===== src/pin_change_pkg.sv =====
package pin_change_pkg;

  localparam int PIN_COUNT = 6;
  localparam int ADDR_W    = 4;
  localparam int DATA_W    = 8;

  localparam logic [ADDR_W-1:0] FIRST_PORT_RISE_ENABLE_ADDR   = 4'h0;
  localparam logic [ADDR_W-1:0] FIRST_PORT_FALL_ENABLE_ADDR   = 4'h1;
  localparam logic [ADDR_W-1:0] FIRST_PORT_CHANGE_FLAGS_ADDR  = 4'h2;
  localparam logic [ADDR_W-1:0] SECOND_PORT_RISE_ENABLE_ADDR  = 4'h3;
  localparam logic [ADDR_W-1:0] SECOND_PORT_FALL_ENABLE_ADDR  = 4'h4;
  localparam logic [ADDR_W-1:0] SECOND_PORT_CHANGE_FLAGS_ADDR = 4'h5;
  localparam logic [ADDR_W-1:0] INTERRUPT_CONTROL_ADDR        = 4'h6;

  localparam int MASTER_ENABLE_BIT = 3;
  localparam int SUMMARY_FLAG_BIT  = 0;

  localparam logic [PIN_COUNT-1:0] PIN_RESET = 6'h00;
  localparam logic [DATA_W-1:0]    READ_ZERO = 8'h00;

  typedef struct packed {
    logic [ADDR_W-1:0] addr;
    logic [DATA_W-1:0] wdata;
    logic              wr;
    logic              rd;
  } reg_req_t;

  typedef struct packed {
    logic [PIN_COUNT-1:0] rise;
    logic [PIN_COUNT-1:0] fall;
  } edge_enable_t;

endpackage : pin_change_pkg


===== src/pin_change_edge_interrupt.sv =====
`timescale 1ns/1ps
module pin_change_edge_interrupt
  import pin_change_pkg::*;
#(
  parameter int PINS = PIN_COUNT
) (
  input  wire logic              i_core_clk,
  input  wire logic              i_rst,
  input  wire logic [PINS-1:0]   i_first_port_pin,
  input  wire logic [PINS-1:0]   i_second_port_pin,
  input  wire logic [ADDR_W-1:0] i_addr,
  input  wire logic [DATA_W-1:0] i_wdata,
  input  wire logic              i_wr,
  input  wire logic              i_rd,
  output logic      [DATA_W-1:0] o_rdata,
  output logic                   o_irq,
  output logic                   o_wake
);

  reg_req_t req;
  assign req = '{addr: i_addr, wdata: i_wdata, wr: i_wr, rd: i_rd};

  logic [2*PINS-1:0] sync1_reg;
  logic [2*PINS-1:0] sync2_reg;
  logic [2*PINS-1:0] prev_reg;
  logic [2*PINS-1:0] rise_pulse;
  logic [2*PINS-1:0] fall_pulse;
  logic [2*PINS-1:0] set_pulse;

  edge_enable_t      first_en_reg;
  edge_enable_t      second_en_reg;
  logic [PINS-1:0]   first_flag_reg;
  logic [PINS-1:0]   second_flag_reg;
  logic [PINS-1:0]   first_flag_next;
  logic [PINS-1:0]   second_flag_next;
  logic              master_en_reg;
  logic              summary;
  logic [DATA_W-1:0] rdata_reg;

  // two-stage synchroniser, prev holds last synced sample
  always_ff @(posedge i_core_clk) begin
    if (i_rst) begin
      sync1_reg <= '0;
      sync2_reg <= '0;
      prev_reg  <= '0;
    end else begin
      sync1_reg <= {i_second_port_pin, i_first_port_pin};
      sync2_reg <= sync1_reg;
      prev_reg  <= sync2_reg;
    end
  end

  // prev resets low, so a pin high at reset release shows one rising edge
  assign rise_pulse = sync2_reg & ~prev_reg;
  assign fall_pulse = ~sync2_reg & prev_reg;

  genvar g;
  generate
    for (g = 0; g < 2*PINS; g++) begin : g_pin
      if (g < PINS) begin : g_first
        assign set_pulse[g] = (rise_pulse[g] & first_en_reg.rise[g])
                            | (fall_pulse[g] & first_en_reg.fall[g]);
      end else begin : g_second
        assign set_pulse[g] = (rise_pulse[g] & second_en_reg.rise[g-PINS])
                            | (fall_pulse[g] & second_en_reg.fall[g-PINS]);
      end
    end
  endgenerate

  // enable registers
  always_ff @(posedge i_core_clk) begin
    if (i_rst) begin
      first_en_reg  <= '{rise: PIN_RESET, fall: PIN_RESET};
      second_en_reg <= '{rise: PIN_RESET, fall: PIN_RESET};
    end else if (req.wr) begin
      case (req.addr)
        FIRST_PORT_RISE_ENABLE_ADDR:  first_en_reg.rise  <= req.wdata[PINS-1:0];
        FIRST_PORT_FALL_ENABLE_ADDR:  first_en_reg.fall  <= req.wdata[PINS-1:0];
        SECOND_PORT_RISE_ENABLE_ADDR: second_en_reg.rise <= req.wdata[PINS-1:0];
        SECOND_PORT_FALL_ENABLE_ADDR: second_en_reg.fall <= req.wdata[PINS-1:0];
        default: ;
      endcase
    end
  end

  // master enable; other control bits are not this block's
  always_ff @(posedge i_core_clk) begin
    if (i_rst) begin
      master_en_reg <= 1'b0;
    end else if (req.wr && req.addr == INTERRUPT_CONTROL_ADDR) begin
      master_en_reg <= req.wdata[MASTER_ENABLE_BIT];
    end
  end

  // written value ANDed into the flags first, then set pulses OR on top so the edge wins
  always_comb begin
    first_flag_next  = first_flag_reg;
    second_flag_next = second_flag_reg;
    if (req.wr && req.addr == FIRST_PORT_CHANGE_FLAGS_ADDR) begin
      first_flag_next = first_flag_reg & req.wdata[PINS-1:0];
    end
    if (req.wr && req.addr == SECOND_PORT_CHANGE_FLAGS_ADDR) begin
      second_flag_next = second_flag_reg & req.wdata[PINS-1:0];
    end
    first_flag_next  = first_flag_next | set_pulse[PINS-1:0];
    second_flag_next = second_flag_next | set_pulse[2*PINS-1:PINS];
  end

  // flags are sticky; clock runs in sleep so flags are current on wake
  always_ff @(posedge i_core_clk) begin
    if (i_rst) begin
      first_flag_reg  <= PIN_RESET;
      second_flag_reg <= PIN_RESET;
    end else begin
      first_flag_reg  <= first_flag_next;
      second_flag_reg <= second_flag_next;
    end
  end

  assign summary = |{first_flag_reg, second_flag_reg};

  // wake and request share one gate; the flag reg is set in the same edge
  assign o_irq  = summary & master_en_reg;
  assign o_wake = summary & master_en_reg;

  // read data one cycle after the strobe, zero otherwise
  always_ff @(posedge i_core_clk) begin
    if (i_rst) begin
      rdata_reg <= READ_ZERO;
    end else begin
      rdata_reg <= READ_ZERO;
      if (req.rd) begin
        case (req.addr)
          FIRST_PORT_RISE_ENABLE_ADDR:   rdata_reg <= {2'h0, first_en_reg.rise};
          FIRST_PORT_FALL_ENABLE_ADDR:   rdata_reg <= {2'h0, first_en_reg.fall};
          FIRST_PORT_CHANGE_FLAGS_ADDR:  rdata_reg <= {2'h0, first_flag_reg};
          SECOND_PORT_RISE_ENABLE_ADDR:  rdata_reg <= {2'h0, second_en_reg.rise};
          SECOND_PORT_FALL_ENABLE_ADDR:  rdata_reg <= {2'h0, second_en_reg.fall};
          SECOND_PORT_CHANGE_FLAGS_ADDR: rdata_reg <= {2'h0, second_flag_reg};
          INTERRUPT_CONTROL_ADDR: begin
            rdata_reg                    <= READ_ZERO;
            rdata_reg[MASTER_ENABLE_BIT] <= master_en_reg;
            rdata_reg[SUMMARY_FLAG_BIT]  <= summary;
          end
          default: rdata_reg <= READ_ZERO;
        endcase
      end
    end
  end

  assign o_rdata = rdata_reg;

endmodule : pin_change_edge_interrupt


===== config.mk =====
export PLATFORM = sky130hd
export DESIGN_NAME = pin_change_edge_interrupt
export DESIGN_NICKNAME = d
export VERILOG_FILES = /design/src/pin_change_pkg.sv /design/src/pin_change_edge_interrupt.sv
export SDC_FILE = /design/constraint.sdc
export NUM_CORES = 1
export LEC_CHECK = 0
export ABC_AREA = 0
export BUFFER_PORTS_ARGS = -buffer_cell sky130_fd_sc_hd__buf_2
export CELL_PAD_IN_SITES_DETAIL_PLACEMENT = 1
export CELL_PAD_IN_SITES_GLOBAL_PLACEMENT = 2
export CORE_AREA = 2 2 92 94
export DETAILED_ROUTE_END_ITERATION = 10
export DIE_AREA = 0 0 94 96
export MAX_ROUTING_LAYER = met4
export PLACE_DENSITY = 0.88
export SYNTH_ARGS = -nofsm -noshare
export SYNTH_HDL_FRONTEND = slang
export SYNTH_SLANG_ARGS = --single-unit

===== constraint.sdc =====
create_clock -name i_core_clk -period 2.2 [get_ports i_core_clk]
set_input_delay 0.33 -clock i_core_clk [delete_from_list [all_inputs] [get_ports i_core_clk]]
set_output_delay 0.33 -clock i_core_clk [all_outputs]
set_load 0.1 [all_outputs]

# --- Word level (Yosys, flattened, before mapping) ---
# Cells that the tools add are included.
op_classes:
  reduce_logical: 10
  mux: 3
  n_eq_ne: 6
  bitwise_logic: 46
ops:
  columns: ["operator", "n"]
  rows:
  - ["$pmux W6 S7", 1]
  - ["$and A1 B1 Y1", 25]
  - ["$and A12 B12 Y12", 2]
  - ["$not A12 Y12", 2]
  - ["$and A6 B6 Y6", 2]
  - ["$eq A4 B3 Y1 const B", 3]
  - ["$mux W6", 2]
  - ["$or A1 B1 Y1", 12]
  - ["$or A6 B6 Y6", 2]
  - ["$reduce_or A12 Y1", 1]
  - ["$eq A4 B2 Y1 const B", 2]
  - ["$reduce_and A2 Y1", 4]
  - ["$eq A4 B1 Y1 const B", 1]
  - ["$logic_not A4 Y1", 1]
  - ["$logic_and A1 B1 Y1", 3]
  - ["$reduce_or A2 Y1", 1]
  - ["$not A1 Y1", 1]
totals:
  elab_cells: 76
  reg_bits: 81

# --- Logic depth before layout (Yosys ltp) ---
# Gate-level depths: netlist (run 1).
depth:
  depth_word: 5
  ltp_mapped: 6
  ltp_nobuf: 4

# --- Worst setup path after synthesis (run 1) ---
# OpenSTA, ideal clock, no wires.
synth_path:
  path_kind: "register to output"
  startpoint: "register first_flag_reg[1]"
  endpoint: "output port o_wake"
  path_slack_ps: 217
  stages_incl_launch_ff: 5
  required_ps: 1870
  arrival_ps: 1653
  cell_sequence: "dfxtp_1 -> nor4_1 -> nand3_1 -> and2_1 -> buf_4"
synth_between:
  elab_chain_cells: 2
synth_lines:
  columns: ["item", "line_no", "rtl"]
  rows:
  - ["start: declaration", "pin_change_edge_interrupt.sv:32", "logic [PINS-1:0] first_flag_reg;"]
  - ["start signal: assignment", "pin_change_edge_interrupt.sv:115", "first_flag_reg <= first_flag_next;"]
  - ["$reduce_or A12 Y1", "pin_change_edge_interrupt.sv:120", "assign summary = |{first_flag_reg, second_flag_reg};"]
  - ["$and A1 B1 Y1", null, null]
  - ["end: declaration", "pin_change_edge_interrupt.sv:17", "output logic o_wake"]
# No other way between the ends.

# --- Worst setup path after layout (run 1) ---
layout_path:
  startpoint: "register second_flag_reg[2]"
  endpoint: "output port o_irq"
layout_between:
  elab_chain_cells: 2
layout_lines:
  columns: ["item", "line_no", "rtl"]
  rows:
  - ["start: declaration", "pin_change_edge_interrupt.sv:33", "logic [PINS-1:0] second_flag_reg;"]
  - ["start signal: assignment", "pin_change_edge_interrupt.sv:116", "second_flag_reg <= second_flag_next;"]
  - ["$reduce_or A12 Y1", "pin_change_edge_interrupt.sv:120", null]
  - ["$and A1 B1 Y1", "pin_change_edge_interrupt.sv:123", "assign o_irq = summary & master_en_reg;"]
  - ["end: declaration", "pin_change_edge_interrupt.sv:16", "output logic o_irq,"]
# No other way between the ends.

==> results of run 1 <==
report_power, final:
| group | internal [µW] | switching, µW | leakage, µW | total [µW] |
|---|---|---|---|---|
| combinational | 61.9 | 106 | 0.000614 | 168 |
| clock | 538 | 577 | 0.0000968 | 1110 |
| sequential | 1460 | 16.5 | 0.000643 | 1480 |
| total | 2060 | 699 | 0.00135 | 2760 |
worst register-to-register path: stages, from the launching register on:
cell and delay (ns):
sky130_fd_sc_hd__dfxtp_1 0.34, sky130_fd_sc_hd__mux2_2 0.26, sky130_fd_sc_hd__a22o_1 0.17, sky130_fd_sc_hd__a222oi_1 0.39, sky130_fd_sc_hd__nor2_1 0.07
how the worst max path moves through the flow:
stage                                  start            endpoint  slack [ns]  cells after the start
after detailed placement           i_addr[0]  second_flag_reg[2]        0.33                      5
after CTS                  first_flag_reg[5]               o_irq        0.13                      4
after global routing       first_flag_reg[5]               o_irq        0.04                      4
final                     second_flag_reg[2]               o_irq        0.14                      4
after global placement             i_addr[0]  second_flag_reg[4]        0.34                      5
after floorplan            first_flag_reg[1]              o_wake        0.22                      4
synth_stat cells (2+ instances only):
cell                       instances
sky130_fd_sc_hd__a21oi_1           8
sky130_fd_sc_hd__mux2_2            6
sky130_fd_sc_hd__nor2b_1          40
sky130_fd_sc_hd__a31oi_1          15
sky130_fd_sc_hd__mux2i_1          20
sky130_fd_sc_hd__nand2_1          11
sky130_fd_sc_hd__buf_2             5
sky130_fd_sc_hd__o21ai_0          13
sky130_fd_sc_hd__nor4_1            3
sky130_fd_sc_hd__clkbuf_1          9
sky130_fd_sc_hd__nand3_1          15
sky130_fd_sc_hd__nor2_1           27
sky130_fd_sc_hd__buf_4             4
sky130_fd_sc_hd__a222oi_1          3
sky130_fd_sc_hd__nand3_2           2
sky130_fd_sc_hd__nand3b_1         24
sky130_fd_sc_hd__a22o_1            7
sky130_fd_sc_hd__and2_1            2
sky130_fd_sc_hd__dfxtp_1          79
area by class of cell:
type	instances	area, µm²	share of cell area (%)
repair buffers	38	215	6.19
clock inverters	7	80.1	2.30
multi-input cells	206	1350	38.7
well taps	105	131	3.78
flip-flops and latches	79	1580	45.5
clock buffers	9	124	3.56
metal layers:
metal  global-route usage [%]  vias to the layer above  wire (µm)
li1                         -                     1131          -
met1                     22.2                     1123       3410
met2                     27.6                       56       3300
met3                     4.62                       14        342
met4                     6.52                        0        153
met5                        -                        -          0
cells by family (layout without fill, tap and decap cells):
kind of cell	count (synthesis)	after routing	share of synthesized area, %
AOI/OAI and AO/OA	49	49	10.5
buffers and inverters	19	54	3.31
DFF	79	79	52.3
muxes	27	27	9.35
other	1	2	0.124
and+or+nand+nor	128	128	24.4
through the flow:
| stage | hold slack (ns) | worst slack, ns | util [%] | instances | total power, µW |
|---|---|---|---|---|---|
| finish | 0.171 | 0.140 | 43.2 | 444 | 2760 |
| global placement | 0.419 | 0.343 | 40.7 | 428 | 1680 |
| global route | 0.166 | 0.0426 | 43.2 | 444 | 2880 |
| CTS | 0.163 | 0.129 | 43.2 | 444 | 2790 |
| floorplan | 0.414 | 0.217 | - | 304 | 1620 |
| detailed placement | 0.424 | 0.330 | 40.7 | 428 | 1680 |
==> metrics.cfg, run 1 <==
[setup_path]
endpoint_kind=output port
worstPathArrival_ns=1.73
path_max_fanout=3
worstPathBufferInverterCount=1
regToRegStartpoint=first_flag_reg[4]
ff2ff_setup_slack_ns=0.86
kind_of_cell_with_the_highest_combined_delay_on_the_critical_path=simple AND/OR/NAND/NOR gates
worst_path_max_delay_cell=sky130_fd_sc_hd__nor4_1
timing.setup.critical_path_class=flop to output port
crit_chain=nor4_1 > nand3_1 > and2_1 > buf_2
worstReg2RegEnd=o_rdata[4]
critPathLaunchType=flop
worst-r2r-cell-count=4
worst_path_largest_cell_delay_ns=0.36
critPathRequiredTime_ns=1.87

[layout]
areaGrowthSynthToFinish_pct=15.0
antenna_cells_inserted=0
layout-drive-gt1-share_pct=19.2
final_common_cell=sky130_fd_sc_hd__dfxtp_1
layout.filler_cells=936
most-common-layout-cells=sky130_fd_sc_hd__dfxtp_1, sky130_fd_sc_hd__nor2b_1, sky130_fd_sc_hd__buf_2
finish.instance_area_mm2=0.00348
final_nets=362

[place]
placedInstanceArea_mm2=0.00327
gp_congestion=0.892
numPortBuffers=33
detailed_place_hpwl_um=4930

[synthesis]
synth_largest_area_cell=sky130_fd_sc_hd__dfxtp_1
share_of_the_synthesized_area_in_the_top_cell_type_pct=52.3
yosys.cell_types.count=29
ys_ff_latch=79
ys_warn_count=0
synth_async_sr_flop_share_pct=0
postSynthAreaPerCell_um2=9.98
netlist_instances=303
netlist_top_cells_area=sky130_fd_sc_hd__dfxtp_1, sky130_fd_sc_hd__nor2b_1, sky130_fd_sc_hd__mux2i_1
synth_area_mm2=0.00302
number_of_synthesized_flops_with_an_enable_pin=0
synth-main-ff-cell=sky130_fd_sc_hd__dfxtp_1
synth.yosys.seq_area_share_pct=52.3

[min_path]
hold_path.startpoint=i_second_port_pin[5]
holdPathStages=2
hold_class=input port to flop
min_delay_endpoint=sync1_reg[11]

[die]
placeableCoreArea_mm2=0.00805
die_footprint_mm2=0.00902
row_count=33
die_width_um=94
height_of_the_chip_um=96
initial_utilization_pct=37.6
pin_count=38

[run]
cap_viol_max_count=0

[detailed_routing]
routedWlPerCell_um=16.2
routed_via_density=5.23
firstDrtPassIters=4
totalWireLength_um=7210
post_detailed_route_count_of_antenna_violating_nets=0
detail_route.drc_violations=0
vias=2324
initialDrtViolationCount=145

[global_routing]
pin_count_of_the_biggest_net_entering_global_routing=55
grt_remaining_overflow=0
grt_usage_pct=17.7
antenna_violations_before_repair=0
grt_pass1_vias=2292
grt_pass1_wl_um=11700

[sta]
finalCriticalPeriod_ns=2.06
slew_headroom_pct=66.0
tightest_slew_ns=0.509
max_freq_mhz=485
timing.final.hold_violations=0
crit_share_post_route_pct=93.6
timing.final.max_slew_violations=0
fin_tns_setup_ns=0
grt_setup_unrepaired=false
setup-violations-final=0
clock_skew_ns=0.00994

[cts]
path_clk_slew_ns=0.09
cts_tree=yes
postCtsResizedCells=0
post_cts_buffers=0
tritoncts_buffer_count=9
max_clock_buf_depth=2
cts.sinks=79
clk-insertion-delay-late_ns=0.36
cts_hold_buf=0
cts.htree.levels=3
root_buffer_cell=sky130_fd_sc_hd__clkbuf_8

[pwr]
ir_drop_uv=286
p_per_area_mw_per_mm2=794
leakage_uw=0.00135

[status]
outcome=finished clean

Note: power is estimated with default switching activity, not from simulation.
==> run 2: changes to the inputs <==
--- a/config.mk
+++ b/config.mk
@@ -14,6 +14,7 @@
 export DIE_AREA = 0 0 94 96
 export MAX_ROUTING_LAYER = met4
 export PLACE_DENSITY = 0.88
+export REMOVE_ABC_BUFFERS = 1
 export SYNTH_ARGS = -nofsm -noshare
 export SYNTH_HDL_FRONTEND = slang
 export SYNTH_SLANG_ARGS = --single-unit
==> run 2 against run 1 <==
  * Via count is 0.69% higher
  * Sequential share of layout area is 1.0 points lower
  * Final area is 2.3% higher
  * Setup slack better by 0.041 ns
  * Total power is 10% higher
  * Clock skew is 0.0016 ns higher
  * Die area stayed put
==> metrics.cfg, run 2 (same netlist as run 1, synthesis figures left out) <==
[status]
outcome=finished clean

[setup_path]
worstReg2RegEnd=o_rdata[2]
regToRegStartpoint=first_flag_reg[2]
path_max_fanout=3
timing.setup.critical_path_class=flop to output port
ff2ff_setup_slack_ns=0.88
critPathRequiredTime_ns=1.87
worstPathArrival_ns=1.69
critPathLaunchType=flop
endpoint_kind=output port
worst-r2r-cell-count=4

[detailed_routing]
detail_route.drc_violations=0
post_detailed_route_count_of_antenna_violating_nets=0
firstDrtPassIters=4
initialDrtViolationCount=89
routed_via_density=5.23
route.met2.wl_um=3490
met1Wirelength_um=3430
totalWireLength_um=7380
routedWlPerCell_um=16.5
met3_wirelength_um=337
highest-signal-layer=met4
vias=2340

[die]
die_footprint_mm2=0.00902
placeableCoreArea_mm2=0.00805
height_of_the_chip_um=96
initial_utilization_pct=37.6
die_width_um=94
row_count=33
pin_count=38

[cts]
clk-insertion-delay-late_ns=0.35
path_clk_slew_ns=0.08
cts_tree=yes
cts.sinks=79
cts_hold_buf=0
postCtsResizedCells=0
tritoncts_buffer_count=9
post_cts_buffers=0
root_buffer_cell=sky130_fd_sc_hd__clkbuf_8
cts.htree.levels=3
max_clock_buf_depth=2

[sta]
slew_headroom_pct=62.8
timing.final.hold_violations=0
finalCriticalPeriod_ns=2.02
timing.final.max_slew_violations=0
final_critical_path_setup_slack_ns=0.181
tightest_slew_ns=0.555
setup-violations-final=0
clock_skew_ns=0.0116
fin_tns_setup_ns=0
max_freq_mhz=495
grt_setup_unrepaired=false
crit_share_post_route_pct=91.8

[pwr]
p_per_area_mw_per_mm2=855
leakage_uw=0.00140
ir_drop_uv=445

[place]
gp_congestion=0.895
preCtsSetupSlack_ns=0.272
detailed_place_hpwl_um=4950
numPortBuffers=33

[global_routing]
grt_pass1_wl_um=12200
pin_count_of_the_biggest_net_entering_global_routing=74
grt_pass1_vias=2358
grt_usage_pct=18.3
antenna_violations_before_repair=0
grt_remaining_overflow=0

[min_path]
hold_path.startpoint=i_first_port_pin[5]
holdPathStages=2
hold_class=input port to flop
min_delay_endpoint=sync1_reg[5]

[run]
cap_viol_max_count=0

[layout]
final_common_cell=sky130_fd_sc_hd__dfxtp_1
areaGrowthSynthToFinish_pct=17.6
layout.core_utilization_pct=44.2
layout-drive-gt1-share_pct=19.3
antenna_cells_inserted=0
final_nets=365
most-common-layout-cells=sky130_fd_sc_hd__dfxtp_1, sky130_fd_sc_hd__nor2b_1, sky130_fd_sc_hd__buf_2

run 2: cell types whose count changed in the layout (fill, tap and decap cells not counted):
cell,change
sky130_fd_sc_hd__bufinv_16,+3
sky130_fd_sc_hd__clkinv_4,-1
sky130_fd_sc_hd__clkbuf_1,+2
sky130_fd_sc_hd__clkinvlp_4,-2
sky130_fd_sc_hd__inv_6,-2
sky130_fd_sc_hd__buf_4,+3
run 2: worst max-delay path by stage:
stage | startpoint | end | depth (start not counted)
floorplan | first_flag_reg[1] | o_irq | 3
global placement | i_addr[2] | first_flag_reg[0] | 5
detailed placement | i_addr[2] | first_flag_reg[2] | 5
CTS | first_flag_reg[5] | o_irq | 4
global route | first_flag_reg[5] | o_irq | 4
finish | first_flag_reg[5] | o_irq | 4
run 2: where the power goes:
group          internal (µW)  total, µW  switching [µW]  leakage [µW]
combinational           63.2        171             108      0.000631
sequential              1460       1480            16.5      0.000643
clock                    874       1390             519      0.000128
run 2: worst max-delay path, cell delays in order, from the launching register on:
cell	delay, ns
sky130_fd_sc_hd__dfxtp_1	0.34
sky130_fd_sc_hd__nor4_1	0.34
sky130_fd_sc_hd__nand3_1	0.15
sky130_fd_sc_hd__and2_1	0.21
sky130_fd_sc_hd__buf_2	0.30
run 2: cell type report:
cell class,instances,area (µm²)
clock buffers,11,131
multi-input cells,206,1350
well taps,105,131
repair buffers,41,238
clock inverters,5,129
flip-flops and latches,79,1580
fillers,935,4490
run 2: routing by layer:
metal	GRT usage (%)	vias up
met1	22.8	1144
met2	28.9	54
li1	-	1128
met4	6.16	0
met3	5.09	14
met5	-	-
run 2: metrics by stage:
step	total power (µW)	area [µm²]	hold slack, ns	instances
2_1_floorplan	1580	2930	0.399	285
3_3_place_gp	1680	3300	0.417	431
3_5_place_dp	1680	3300	0.426	431
4_1_cts	3080	3560	0.167	447
5_1_grt	3170	3560	0.170	447
6_report	3040	3560	0.184	447
==> run 3: changes to the inputs <==
--- a/config.mk
+++ b/config.mk
@@ -10,10 +10,11 @@
 export CELL_PAD_IN_SITES_DETAIL_PLACEMENT = 1
 export CELL_PAD_IN_SITES_GLOBAL_PLACEMENT = 2
 export CORE_AREA = 2 2 92 94
+export CTS_CLUSTER_DIAMETER = 200
 export DETAILED_ROUTE_END_ITERATION = 10
 export DIE_AREA = 0 0 94 96
-export MAX_ROUTING_LAYER = met4
 export PLACE_DENSITY = 0.88
+export RECOVER_POWER = 25
 export REMOVE_ABC_BUFFERS = 1
 export SYNTH_ARGS = -nofsm -noshare
 export SYNTH_HDL_FRONTEND = slang
==> run 3 against run 2 <==
  * Fmax is 0.10% higher
  * Non-clock buffer count unchanged
  * Critical path depth stayed put
  * Sequential cell count stayed put
  * Total power about the same
  * Final area shrank 0.46%
  * Register-to-register slack about the same
  * Setup slack improved by 0.0021 ns
  * Highest routed layer unchanged
==> metrics.cfg, run 3 (same netlist as run 1, synthesis figures left out) <==
[status]
outcome=finished clean

[place]
numPortBuffers=33
gp_congestion=0.880
preCtsSetupSlack_ns=0.272
detailed_place_hpwl_um=4950
post_placement_cell_count=431

[sta]
setup-violations-final=0
clock_skew_ns=0.0116
finalCriticalPeriod_ns=2.02
crit_share_post_route_pct=91.7
max_freq_mhz=496
timing.final.hold_violations=0
grt_setup_unrepaired=false
tightest_slew_ns=1.45
timing.final.max_slew_violations=0
slew_headroom_pct=3.39
fin_tns_setup_ns=0
final_critical_path_setup_slack_ns=0.183

[detailed_routing]
initialDrtViolationCount=88
detail_route.drc_violations=0
totalWireLength_um=7380
routed_via_density=5.24
post_detailed_route_count_of_antenna_violating_nets=0
routedWlPerCell_um=16.5
vias=2344
firstDrtPassIters=4

[global_routing]
pin_count_of_the_biggest_net_entering_global_routing=74
antenna_violations_before_repair=0
grt_pass1_wl_um=12200
grt_pass1_vias=2359
grt_remaining_overflow=0
grt_usage_pct=17.8

[layout]
most-common-layout-cells=sky130_fd_sc_hd__dfxtp_1, sky130_fd_sc_hd__nor2b_1, sky130_fd_sc_hd__buf_2
antenna_cells_inserted=0
final_nets=365
areaGrowthSynthToFinish_pct=17.1
final_common_cell=sky130_fd_sc_hd__dfxtp_1
final_std_cells_w_o_fill=447
layout.core_utilization_pct=44.0
layout-drive-gt1-share_pct=19.0

[die]
row_count=33
initial_utilization_pct=37.6
placeableCoreArea_mm2=0.00805
die_footprint_mm2=0.00902
height_of_the_chip_um=96
die_width_um=94
pin_count=38

[cts]
path_clk_slew_ns=0.08
cts.htree.levels=3
cts_tree=yes
clk-insertion-delay-late_ns=0.35
cts_hold_buf=0
root_buffer_cell=sky130_fd_sc_hd__clkbuf_8
cts.sinks=79
postCtsResizedCells=0
post_cts_buffers=0
tritoncts_buffer_count=9
max_clock_buf_depth=2

[run]
cap_viol_max_count=0

[setup_path]
endpoint_kind=output port
timing.setup.critical_path_class=flop to output port
worstPathArrival_ns=1.69
path_max_fanout=3
critPathRequiredTime_ns=1.87
critPathLaunchType=flop
worst-r2r-cell-count=4

[pwr]
p_per_area_mw_per_mm2=859
ir_drop_uv=445
leakage_uw=0.00139

[min_path]
hold_class=input port to flop
holdPathStages=2

[run 3: final timing paths]
path	endpoint	start	slack (ns)
worst max register to register	o_rdata[2]	first_flag_reg[2]	0.88
worst min register to register	sync2_reg[10]	sync1_reg[10]	0.43
worst min-delay path	sync1_reg[8]	i_second_port_pin[2]	0.18
worst max-delay path	o_irq	first_flag_reg[5]	0.18
[run 3: area by class of cell]
| class | instances | area (µm²) |
|---|---|---|
| sequential | 79 | 1580 |
| clock buffer | 11 | 131 |
| fill | 937 | 4510 |
| multi-input combinational | 206 | 1350 |
| timing repair buffer | 41 | 221 |
| tap | 105 | 131 |
| clock inverter | 5 | 129 |
[run 3: worst max-delay path, cell delays in order (launching register included)]
cell and delay (ns):
sky130_fd_sc_hd__dfxtp_1 0.34, sky130_fd_sc_hd__nor4_1 0.34, sky130_fd_sc_hd__nand3_1 0.14, sky130_fd_sc_hd__and2_1 0.21, sky130_fd_sc_hd__buf_2 0.30
[run 3: power by group]
part / leakage (µW) / switching, µW / total [µW] / internal, µW
Combinational: 0.000623 / 108 / 168 / 60.3
Sequential: 0.000643 / 16.6 / 1480 / 1460
Clock: 0.000128 / 523 / 1400 / 874
Total: 0.00139 / 647 / 3040 / 2400
[run 3: per-layer routing]
metal | track usage, % | up-vias | share of wire [%]
met3 | 5.09 | 10 | 4.6
met1 | 22.6 | 1151 | 46
met5 | 0 | - | 0
met4 | 6.16 | 0 | 1.7
li1 | - | 1131 | -
met2 | 29.0 | 52 | 47
[run 3: stage by stage]
step	hold WS, ns	instance area (µm²)	total power, µW
2_1_floorplan	0.399	2930	1580
3_5_place_dp	0.426	3300	1680
3_3_place_gp	0.417	3300	1680
6_report	0.181	3540	3040
5_1_grt	0.170	3540	3170
4_1_cts	0.167	3560	3080
